--- src/diag_pkg.sv ---
// Notes on behaviour
// LLLL LLLL: full diagnosis, channels 1-8
// LLLL HHHH: full diagnosis, channels 9-16
// next frame shifts 16-bit diagnosis word out
// HHLL LLLL: input read-back, channels 1-8
// HHLL HHHH: input read-back, channels 9-16
// read-back frame: eight inputs plus diagnosis bits
// HLHL xxxx: SI looped to SO next frame; code decodes only HLHL LLLL and HLHL HHHH, other HLHL words give zeros
// echo never changes output states
// data byte ignored for these commands
// master runs further MSB-first frame to read
// HH normal, HL overload, LH open, LL short
// diagnosis of group clears after its read
// echo lasts one frame, next frame zeros
// unknown control word: next frame all zeros
`default_nettype none
package diag_pkg;
    localparam int FRAME_BITS = 16;
    localparam int CTRL_MSB = 15;
    localparam int CTRL_LSB = 8;
    localparam int CH_GROUP = 8;
    localparam int CHANNELS = 16;
    localparam logic [7:0] CMD_DIAG_LO = 8'h00;
    localparam logic [7:0] CMD_DIAG_HI = 8'h0F;
    localparam logic [7:0] CMD_RDBK_LO = 8'hC0;
    localparam logic [7:0] CMD_RDBK_HI = 8'hCF;
    localparam logic [7:0] CMD_ECHO_LO = 8'hA0;
    localparam logic [7:0] CMD_ECHO_HI = 8'hAF;
    // two-bit fault codes per channel, bit1 first on the wire
    localparam logic [1:0] DIAG_NORMAL = 2'h3;
    localparam logic [1:0] DIAG_OVERLOAD = 2'h2;
    localparam logic [1:0] DIAG_OPEN = 2'h1;
    localparam logic [1:0] DIAG_SHORT_GND = 2'h0;
    typedef enum logic [3:0] {
        RSP_ZERO = 4'b0001,
        RSP_DIAG = 4'b0010,
        RSP_RDBK = 4'b0100,
        RSP_ECHO = 4'b1000
    } rsp_mode_t;
endpackage
`default_nettype wire

--- src/spi_diag_readout_decoder.sv ---
`timescale 1ns/1ps
`default_nettype none
module spi_diag_readout_decoder (
    input wire logic mclk, // 40 MHz system clock
    input wire logic rst, // async reset, active high
    input wire logic cs_n, // spi chip select pin, active low
    input wire logic sclk, // spi clock pin
    input wire logic si, // spi serial data in pin
    output logic so, // spi serial data out
    output logic so_oe, // so driven while selected
    input wire logic [diag_pkg::CHANNELS-1:0] par_in, // parallel input pin levels
    input wire logic [2*diag_pkg::CHANNELS-1:0] fault_code, // live 2-bit code per channel
    output logic [diag_pkg::CHANNELS-1:0] diag_clr // one-cycle clear of latched faults
);
    import diag_pkg::*;

    // ****************************************
    // pin synchronisers
    // ****************************************
    logic cs_sel_s;
    logic cs_n_s;
    logic sclk_s;
    logic si_s;
    logic [CHANNELS-1:0] par_in_s;
    // select is synchronised active high so that its reset value means idle
    sync2 u_sync_cs (.mclk(mclk), .rst(rst), .d(~cs_n), .q(cs_sel_s));
    assign cs_n_s = ~cs_sel_s;
    // sclk and si share one latency, so data lines up with its edge
    sync2 u_sync_clk (.mclk(mclk), .rst(rst), .d(sclk), .q(sclk_s));
    sync2 u_sync_si (.mclk(mclk), .rst(rst), .d(si), .q(si_s));

    // ****************************************
    // parallel input synchronisers
    // ****************************************
    // input pins are read only at frame start, but never raw
    for (genvar g = 0; g < CHANNELS; g++) begin : g_par_sync
        sync2 u_sync_par (.mclk(mclk), .rst(rst), .d(par_in[g]), .q(par_in_s[g]));
    end

    // ****************************************
    // state
    // ****************************************
    typedef struct packed {
        logic cs_n_p;
        logic sclk_p;
        logic [FRAME_BITS-1:0] rx;
        logic [FRAME_BITS-1:0] tx;
        logic [4:0] nbits;
        rsp_mode_t mode;
        logic grp_hi;
        logic so;
        logic so_oe;
        logic [CHANNELS-1:0] clr;
    } dec_state_t;
    dec_state_t st_q;
    dec_state_t st_d;

    logic cs_fall;
    logic cs_rise;
    logic sclk_rise;
    logic sclk_fall;
    logic [7:0] ctrl;
    logic [15:0] word_diag;
    logic [15:0] word_rdbk;
    logic [7:0] grp_in;
    logic [15:0] grp_flt;
    rsp_mode_t cmd_mode;
    logic cmd_grp;

    // ****************************************
    // response words
    // ****************************************
    always_comb begin
        grp_in = st_q.grp_hi ? par_in_s[15:8] : par_in_s[7:0];
        grp_flt = st_q.grp_hi ? fault_code[31:16] : fault_code[15:0];
        word_diag = '0;
        word_rdbk = '0;
        for (int i = 0; i < CH_GROUP; i++) begin
            // channel 8 of group first (msb), two bits each
            word_diag[2*i +: 2] = grp_flt[2*i +: 2];
            // input state then one fault bit: high means no fault
            word_rdbk[2*i+1] = grp_in[i];
            word_rdbk[2*i] = (grp_flt[2*i +: 2] == DIAG_NORMAL);
        end
    end

    // ****************************************
    // command decode
    // ****************************************
    // only the control byte is looked at; the data byte is don't-care
    always_comb begin
        ctrl = st_q.rx[CTRL_MSB:CTRL_LSB];
        cmd_mode = RSP_ZERO;
        cmd_grp = 1'b0;
        case (ctrl)
            CMD_DIAG_LO: begin
                cmd_mode = RSP_DIAG;
                cmd_grp = 1'b0;
            end
            CMD_DIAG_HI: begin
                cmd_mode = RSP_DIAG;
                cmd_grp = 1'b1;
            end
            CMD_RDBK_LO: begin
                cmd_mode = RSP_RDBK;
                cmd_grp = 1'b0;
            end
            CMD_RDBK_HI: begin
                cmd_mode = RSP_RDBK;
                cmd_grp = 1'b1;
            end
            CMD_ECHO_LO: begin
                cmd_mode = RSP_ECHO;
                cmd_grp = 1'b0;
            end
            CMD_ECHO_HI: begin
                cmd_mode = RSP_ECHO;
                cmd_grp = 1'b1;
            end
            default: begin
                cmd_mode = RSP_ZERO;
                cmd_grp = 1'b0;
            end
        endcase
    end

    // ****************************************
    // frame decode and shift
    // ****************************************
    always_comb begin
        st_d = st_q;
        st_d.cs_n_p = cs_n_s;
        st_d.sclk_p = sclk_s;
        st_d.clr = '0;
        cs_fall = st_q.cs_n_p & ~cs_n_s;
        cs_rise = ~st_q.cs_n_p & cs_n_s;
        sclk_rise = ~st_q.sclk_p & sclk_s & ~cs_n_s;
        sclk_fall = st_q.sclk_p & ~sclk_s & ~cs_n_s;
        if (cs_fall) begin
            st_d.nbits = '0;
            st_d.so_oe = 1'b1;
            case (st_q.mode)
                RSP_DIAG: begin
                    st_d.tx = word_diag;
                    // latched faults of the group read now are released
                    st_d.clr = st_q.grp_hi ? 16'hFF00 : 16'h00FF;
                end
                RSP_RDBK: begin
                    st_d.tx = word_rdbk;
                end
                default: begin
                    st_d.tx = '0;
                end
            endcase
            st_d.so = (st_q.mode == RSP_ECHO) ? si_s : st_d.tx[FRAME_BITS-1];
        end else if (sclk_rise) begin
            st_d.rx = {st_q.rx[FRAME_BITS-2:0], si_s};
            if (st_q.nbits != 5'(FRAME_BITS)) begin
                st_d.nbits = st_q.nbits + 5'h1;
            end
        end else if (sclk_fall) begin
            st_d.tx = {st_q.tx[FRAME_BITS-2:0], 1'b0};
            if (st_q.mode != RSP_ECHO) begin
                st_d.so = st_q.tx[FRAME_BITS-2];
            end
        end
        // echo path follows si for the whole selected period only
        if (~cs_n_s && ~cs_fall && st_q.mode == RSP_ECHO) begin
            st_d.so = si_s;
        end
        if (cs_rise) begin
            st_d.so_oe = 1'b0;
            st_d.so = 1'b0;
            // decode only whole frames; so and so_oe are cleared here
            if (st_q.nbits == 5'(FRAME_BITS)) begin
                // a known control byte picks the answer of the next frame
                st_d.mode = cmd_mode;
                st_d.grp_hi = cmd_grp;
            end else begin
                st_d.mode = RSP_ZERO;
            end
            // an echo frame itself never re-arms the echo
            if (st_q.mode == RSP_ECHO) begin
                st_d.mode = RSP_ZERO;
                st_d.grp_hi = st_q.grp_hi;
            end
        end
    end

    // ****************************************
    // state register
    // ****************************************
    // select idles high, so the previous-select bit resets high too
    always_ff @(posedge mclk or posedge rst) begin
        if (rst) begin
            st_q <= '{
                cs_n_p: 1'b1,
                sclk_p: 1'b0,
                rx: '0,
                tx: '0,
                nbits: '0,
                mode: RSP_ZERO,
                grp_hi: 1'b0,
                so: 1'b0,
                so_oe: 1'b0,
                clr: '0
            };
        end else begin
            st_q <= st_d;
        end
    end

    // ****************************************
    // outputs
    // ****************************************
    // every output is a register bit, never a gate after it
    assign so = st_q.so;
    assign so_oe = st_q.so_oe;
    assign diag_clr = st_q.clr;
endmodule // spi_diag_readout_decoder
`default_nettype wire

--- src/sync2.sv ---
`timescale 1ns/1ps
`default_nettype none
module sync2 (
    input wire logic mclk, // system clock
    input wire logic rst, // async reset
    input wire logic d, // asynchronous input
    output logic q // synchronised level
);
    typedef struct packed {
        logic s1;
        logic s2;
    } sync_state_t;
    sync_state_t st_q;
    sync_state_t st_d;
    always_comb begin
        st_d.s1 = d;
        st_d.s2 = st_q.s1;
    end
    always_ff @(posedge mclk or posedge rst) begin
        if (rst) begin
            st_q <= '0;
        end else begin
            st_q <= st_d;
        end
    end
    assign q = st_q.s2;
endmodule // sync2
`default_nettype wire

--- config.mk ---
export PLATFORM = sky130hd
export DESIGN_NAME = spi_diag_readout_decoder
export DESIGN_NICKNAME = d
export VERILOG_FILES = /design/src/diag_pkg.sv /design/src/spi_diag_readout_decoder.sv /design/src/sync2.sv
export SDC_FILE = /design/constraint.sdc
export NUM_CORES = 1
export LEC_CHECK = 0
export ABC_CLOCK_PERIOD_IN_PS = 3420
export BUFFER_PORTS_ARGS = -buffer_cell sky130_fd_sc_hd__buf_4
export CAP_MARGIN = 0
export CORE_AREA = 2 2 88 90
export CTS_BUF_LIST = sky130_fd_sc_hd__clkbuf_8 sky130_fd_sc_hd__clkbuf_16
export DETAILED_ROUTE_END_ITERATION = 8
export DIE_AREA = 0 0 90 92
export GPL_TIMING_DRIVEN = 0
export MAX_ROUTING_LAYER = met4
export PLACE_DENSITY = 0.7
export SLEW_MARGIN = 20
export SYNTH_ARGS = -nofsm -noshare
export SYNTH_HDL_FRONTEND = slang
export SYNTH_SLANG_ARGS = --single-unit
--- constraint.sdc ---
create_clock -name mclk -period 3.42 [get_ports mclk]
set_input_delay 0.513 -clock mclk [delete_from_list [all_inputs] [get_ports mclk]]
set_output_delay 0.513 -clock mclk [all_outputs]
set_load 0.005 [all_outputs]
==> impl_results.html <==
<table>
<tr><th>Metric</th><th>Value</th></tr>
<tr><th colspan="2">Status</th></tr>
<tr><td>Status</td><td>finished, final reports clean</td></tr>
<tr><th colspan="2">Power and ir drop</th></tr>
<tr><td>Tot Pwr</td><td>0.002107 W</td></tr>
<tr><td>Total power per unit cell area</td><td>469.8 nW/um^2</td></tr>
<tr><td>Leak</td><td>2.173 nW</td></tr>
<tr><td>Maximum ir drop on the vdd rail</td><td>0.0003548 V</td></tr>
<tr><th colspan="2">Cells and area</th></tr>
<tr><td>N_diodes</td><td>0</td></tr>
<tr><td>Commonest cells after routing, fill and taps aside</td><td>86 x buf_4, 83 x dfrtp_1, 30 x mux2i_1</td></tr>
<tr><td>Synthesis-to-finish area growth</td><td>25.89%</td></tr>
<tr><td>Final layout net count</td><td>428</td></tr>
<tr><td>Most frequent standard cell in the layout excluding fill and tap cells</td><td>buf_4</td></tr>
<tr><td>Share of layout cells above drive strength 1</td><td>0.3573</td></tr>
<tr><td>Non-Filler Cell Area, Final</td><td>4484 sq um</td></tr>
<tr><td>Filler cell count in the final layout</td><td>~620</td></tr>
<tr><th colspan="2">Floorplanning</th></tr>
<tr><td># IOs</td><td>between 70 and 80</td></tr>
<tr><td>Horiz. Die Dim</td><td>90 microns</td></tr>
<tr><td>Die Height</td><td>92 microns</td></tr>
<tr><td>Number of placement rows</td><td>32</td></tr>
<tr><td>Core box area</td><td>7447 sq um</td></tr>
<tr><td>Die Area</td><td>8280 sq um</td></tr>
<tr><td>Initial core utilization</td><td>0.4783</td></tr>
<tr><th colspan="2">Critical path</th></tr>
<tr><td>Crit Reg-Reg Startpoint</td><td>st_q[23]</td></tr>
<tr><td>Worst R2R Setup Slack</td><td>about 1.4 ns</td></tr>
<tr><td>Count of buffer and inverter cells on the critical path</td><td>1</td></tr>
<tr><td>Critical path class</td><td>reg2reg</td></tr>
<tr><td>Max stage delay on crit path</td><td>0.62 ns</td></tr>
<tr><td>Critical path data arrival time</td><td>2.26 ns</td></tr>
<tr><td>CP Capture Type</td><td>flip-flop</td></tr>
<tr><td>Worst R2R End</td><td>st_q[19]</td></tr>
<tr><td>Largest delay share family, worst path</td><td>simple AND/OR/NAND/NOR gates</td></tr>
<tr><td>Cell-by-cell listing of the critical path</td><td>inv_1 -&gt; ha_1 -&gt; nor4bb_1 -&gt; nand3_1 -&gt; nand2b_1 -&gt; o22a_1</td></tr>
<tr><td>Critical path fanouts, max</td><td>4</td></tr>
<tr><td>CP required</td><td>3.70 ns</td></tr>
<tr><td>Crit-path slowest cell</td><td>nor4bb_1</td></tr>
<tr><td>Critical Path Source Type</td><td>flip-flop</td></tr>
<tr><td>FF-to-FF path depth</td><td>6</td></tr>
<tr><th colspan="2">Hold path</th></tr>
<tr><td>Type of the worst min-delay path</td><td>in2async</td></tr>
<tr><th colspan="2">CTS</th></tr>
<tr><td>TritonCTS clock tree</td><td>done</td></tr>
<tr><td>Worst-skew pair later-pin latency</td><td>0.35 ns</td></tr>
<tr><td>CTS buffer count</td><td>9</td></tr>
<tr><td>Clk sink count</td><td>85</td></tr>
<tr><td>Clock slew at the register clock pins of the worst setup and hold paths</td><td>~0.090 ns</td></tr>
<tr><td>Post-cts hold buffer count</td><td>0</td></tr>
<tr><td>CTS HTree Levels</td><td>3</td></tr>
<tr><td>Largest buffer count on any clock path</td><td>2</td></tr>
<tr><td>Clock root buffer</td><td>clkbuf_8</td></tr>
<tr><td>Number of gates resized after CTS</td><td>0</td></tr>
<tr><td>Post-CTS Repair Setup Buffers</td><td>0</td></tr>
<tr><th colspan="2">Synthesis</th></tr>
<tr><td>Synth cell types</td><td>41</td></tr>
<tr><td>Number of storage elements in the synthesis netlist</td><td>85</td></tr>
<tr><td>Synthesis Warnings</td><td>0</td></tr>
<tr><td>Mapped Avg Cell Area</td><td>12.37 sq um</td></tr>
<tr><td>Sequential element share of the synthesized area</td><td>0.5978</td></tr>
<tr><td>Primary flip-flop cell chosen by synthesis mapping</td><td>dfrtp_1</td></tr>
<tr><td>Cells taking the most area after synthesis</td><td>dfrtp_1 58%, mux2i_1 8.4%, mux2_2 4.4%</td></tr>
<tr><td>EDFF count, synth</td><td>0</td></tr>
<tr><td>Number of cells produced by synthesis</td><td>288</td></tr>
<tr><td>Top cell type's share of synthesized area</td><td>0.5831</td></tr>
<tr><td>Number of nets produced by synthesis</td><td>346</td></tr>
<tr><td>Cell taking the most area after synthesis</td><td>dfrtp_1</td></tr>
<tr><td>Asr flop ratio synth</td><td>1.000</td></tr>
<tr><td>Cell area after synthesis</td><td>3562 sq um</td></tr>
<tr><th colspan="2">Timing</th></tr>
<tr><td>Time the final worst path needs with I/O delays and setup</td><td>1.978 ns</td></tr>
<tr><td>Layout Skew</td><td>0.01377 ns</td></tr>
<tr><td>Count of final setup violators</td><td>0</td></tr>
<tr><td>Hold_ws</td><td>~0.21 ns</td></tr>
<tr><td>F_max</td><td>0.5054 GHz</td></tr>
<tr><td>Least-Margin Pin Slew</td><td>0.6978 ns</td></tr>
<tr><td>Final hold viol count</td><td>0</td></tr>
<tr><td>Minimum setup slack in the final design</td><td>1.442 ns</td></tr>
<tr><td>Slew margin rel.</td><td>0.5285</td></tr>
<tr><td>Fin. max-slew vios</td><td>0</td></tr>
<tr><td>Setup repair after global routing missed its margin</td><td>false</td></tr>
<tr><td>Final total negative setup slack</td><td>0 ns</td></tr>
<tr><td>Share of the clock period used by the worst path after layout</td><td>0.5785</td></tr>
<tr><th colspan="2">Route</th></tr>
<tr><td>Remaining routing DRC violations</td><td>0</td></tr>
<tr><td>Top Layer Used</td><td>met4</td></tr>
<tr><td>Final Routed Wirelength</td><td>6.702 mm</td></tr>
<tr><td>Per-cell via count in the routed design</td><td>4.956</td></tr>
<tr><td>Wire length on met2</td><td>3.186 mm</td></tr>
<tr><td>First drt pass iteration count</td><td>4</td></tr>
<tr><td>Total routed wire length on the met1 layer</td><td>3.057 mm</td></tr>
<tr><td>Detailed-route via count</td><td>2,364</td></tr>
<tr><td>Antenna violation net count after detailed routing</td><td>0</td></tr>
<tr><td>Post-detailed-route wirelength per cell</td><td>between 10 and 15 microns</td></tr>
<tr><td>Initial DRC Count</td><td>73</td></tr>
<tr><td>Length of routed met3 wiring</td><td>335 microns</td></tr>
<tr><th colspan="2">Global routing</th></tr>
<tr><td>Initial antenna violation count</td><td>0</td></tr>
<tr><td>Total global routing track utilization</td><td>0.1773</td></tr>
<tr><td>Global-route wire length before repair</td><td>11.19 mm</td></tr>
<tr><td>Number of global-route vias before repair</td><td>about 2,400</td></tr>
<tr><td>Remaining Overflow, GRT</td><td>0</td></tr>
<tr><td>Pin count of the biggest net entering global routing</td><td>46</td></tr>
<tr><th colspan="2">Place</th></tr>
<tr><td>Final RePlAce weighted congestion</td><td>0.8372</td></tr>
<tr><td>Area after DPL</td><td>4238 sq um</td></tr>
<tr><td>Detailed placement HPWL</td><td>4.831 mm</td></tr>
<tr><td>I/O Buffers</td><td>70</td></tr>
<tr><td>Setup WS pre-CTS</td><td>1.469 ns</td></tr>
<tr><th colspan="2">Run</th></tr>
<tr><td>Count of max-cap constraint violations</td><td>0</td></tr>
</table>
-- how the worst max path moves through the flow --
stage,from,end,slack (ns),cells after the start
final,st_q[23],st_q[19],1.44,6
after detailed placement,st_q[23],st_q[19],1.47,6
after CTS,st_q[23],st_q[19],1.45,6
after global placement,rst,st_q[26],-0.12,2
after floorplan,rst,ctrl[0],0.72,1
after global routing,st_q[23],st_q[19],1.31,6
-- state kept, by name, summed over array words and instances, names as in the netlist --
signal / cells
ctrl: 8
diag_clr: 2
g_par_sync.u_sync_par.q: 16
g_par_sync.u_sync_par.st_d: 16
so: 1
so_oe: 1
st_q: 35
u_sync_clk.q: 1
u_sync_clk.st_d: 1
u_sync_cs.q: 1
u_sync_cs.st_d: 1
u_sync_si.q: 1
u_sync_si.st_d: 1
-- power by group --
part | internal, W | switching, W
combinational | 0.0000910 | 0.0000663
sequential | 0.00107 | 0.0000285
clock | 0.000490 | 0.000363
-- through the flow --
stage	util	cells
floorplan	-	288
global placement	0.5660	460
detailed placement	0.5691	461
CTS	0.6022	477
global route	0.6022	477
finish	0.6022	477
-- synthesized netlist by cell type, types with 9 or more instances --
library cell  number
dfrtp_1           83
mux2i_1           30
buf_4             16
o21ai_1           16
mux2_2            14
nand2_1           13
inv_1             11
o21ai_0           11
clkbuf_1           9
nor2_1             9
o22ai_1            9
-- cell families after synthesis --
| family | count (synthesis) | share of synthesized area |
|---|---|---|
| AO/OA/AOI/OAI | 52 | 0.09062 |
| XOR/XNOR | 4 | 0.009837 |
| adder cells (fa/ha/maj) | 5 | 0.01756 |
| buffers and inverters | 43 | 0.06392 |
| flip-flops | 85 | 0.5978 |
| multiplexers | 47 | 0.1391 |
| AND/OR/NAND/NOR | 52 | 0.08114 |
-- layout make-up --
cell class | count | area (sq um) | share of cell area
Tap cell | 102 | 127.6 | 0.02846
Buffer | 31 | 182.7 | 0.04074
Timing Repair Buffer | 71 | 545.5 | 0.1217
Clock inverter | 7 | 122.6 | 0.02734
Clock buffer | 9 | 123.9 | 0.02762
Multi-Input combinational cell | 160 | 1205 | 0.2687
Inverter | 12 | 47.55 | 0.01060
Sequential cell | 85 | 2130 | 0.4749
-- per-layer routing --
layer | up-vias | global-route usage
met1 | 1127 | 0.2275
met3 | 10 | 0.04684
met5 | - | -
met2 | 62 | 0.2701
met4 | 0 | 0.07436
li1 | 1165 | -
Power figures use the tool's default switching activity.
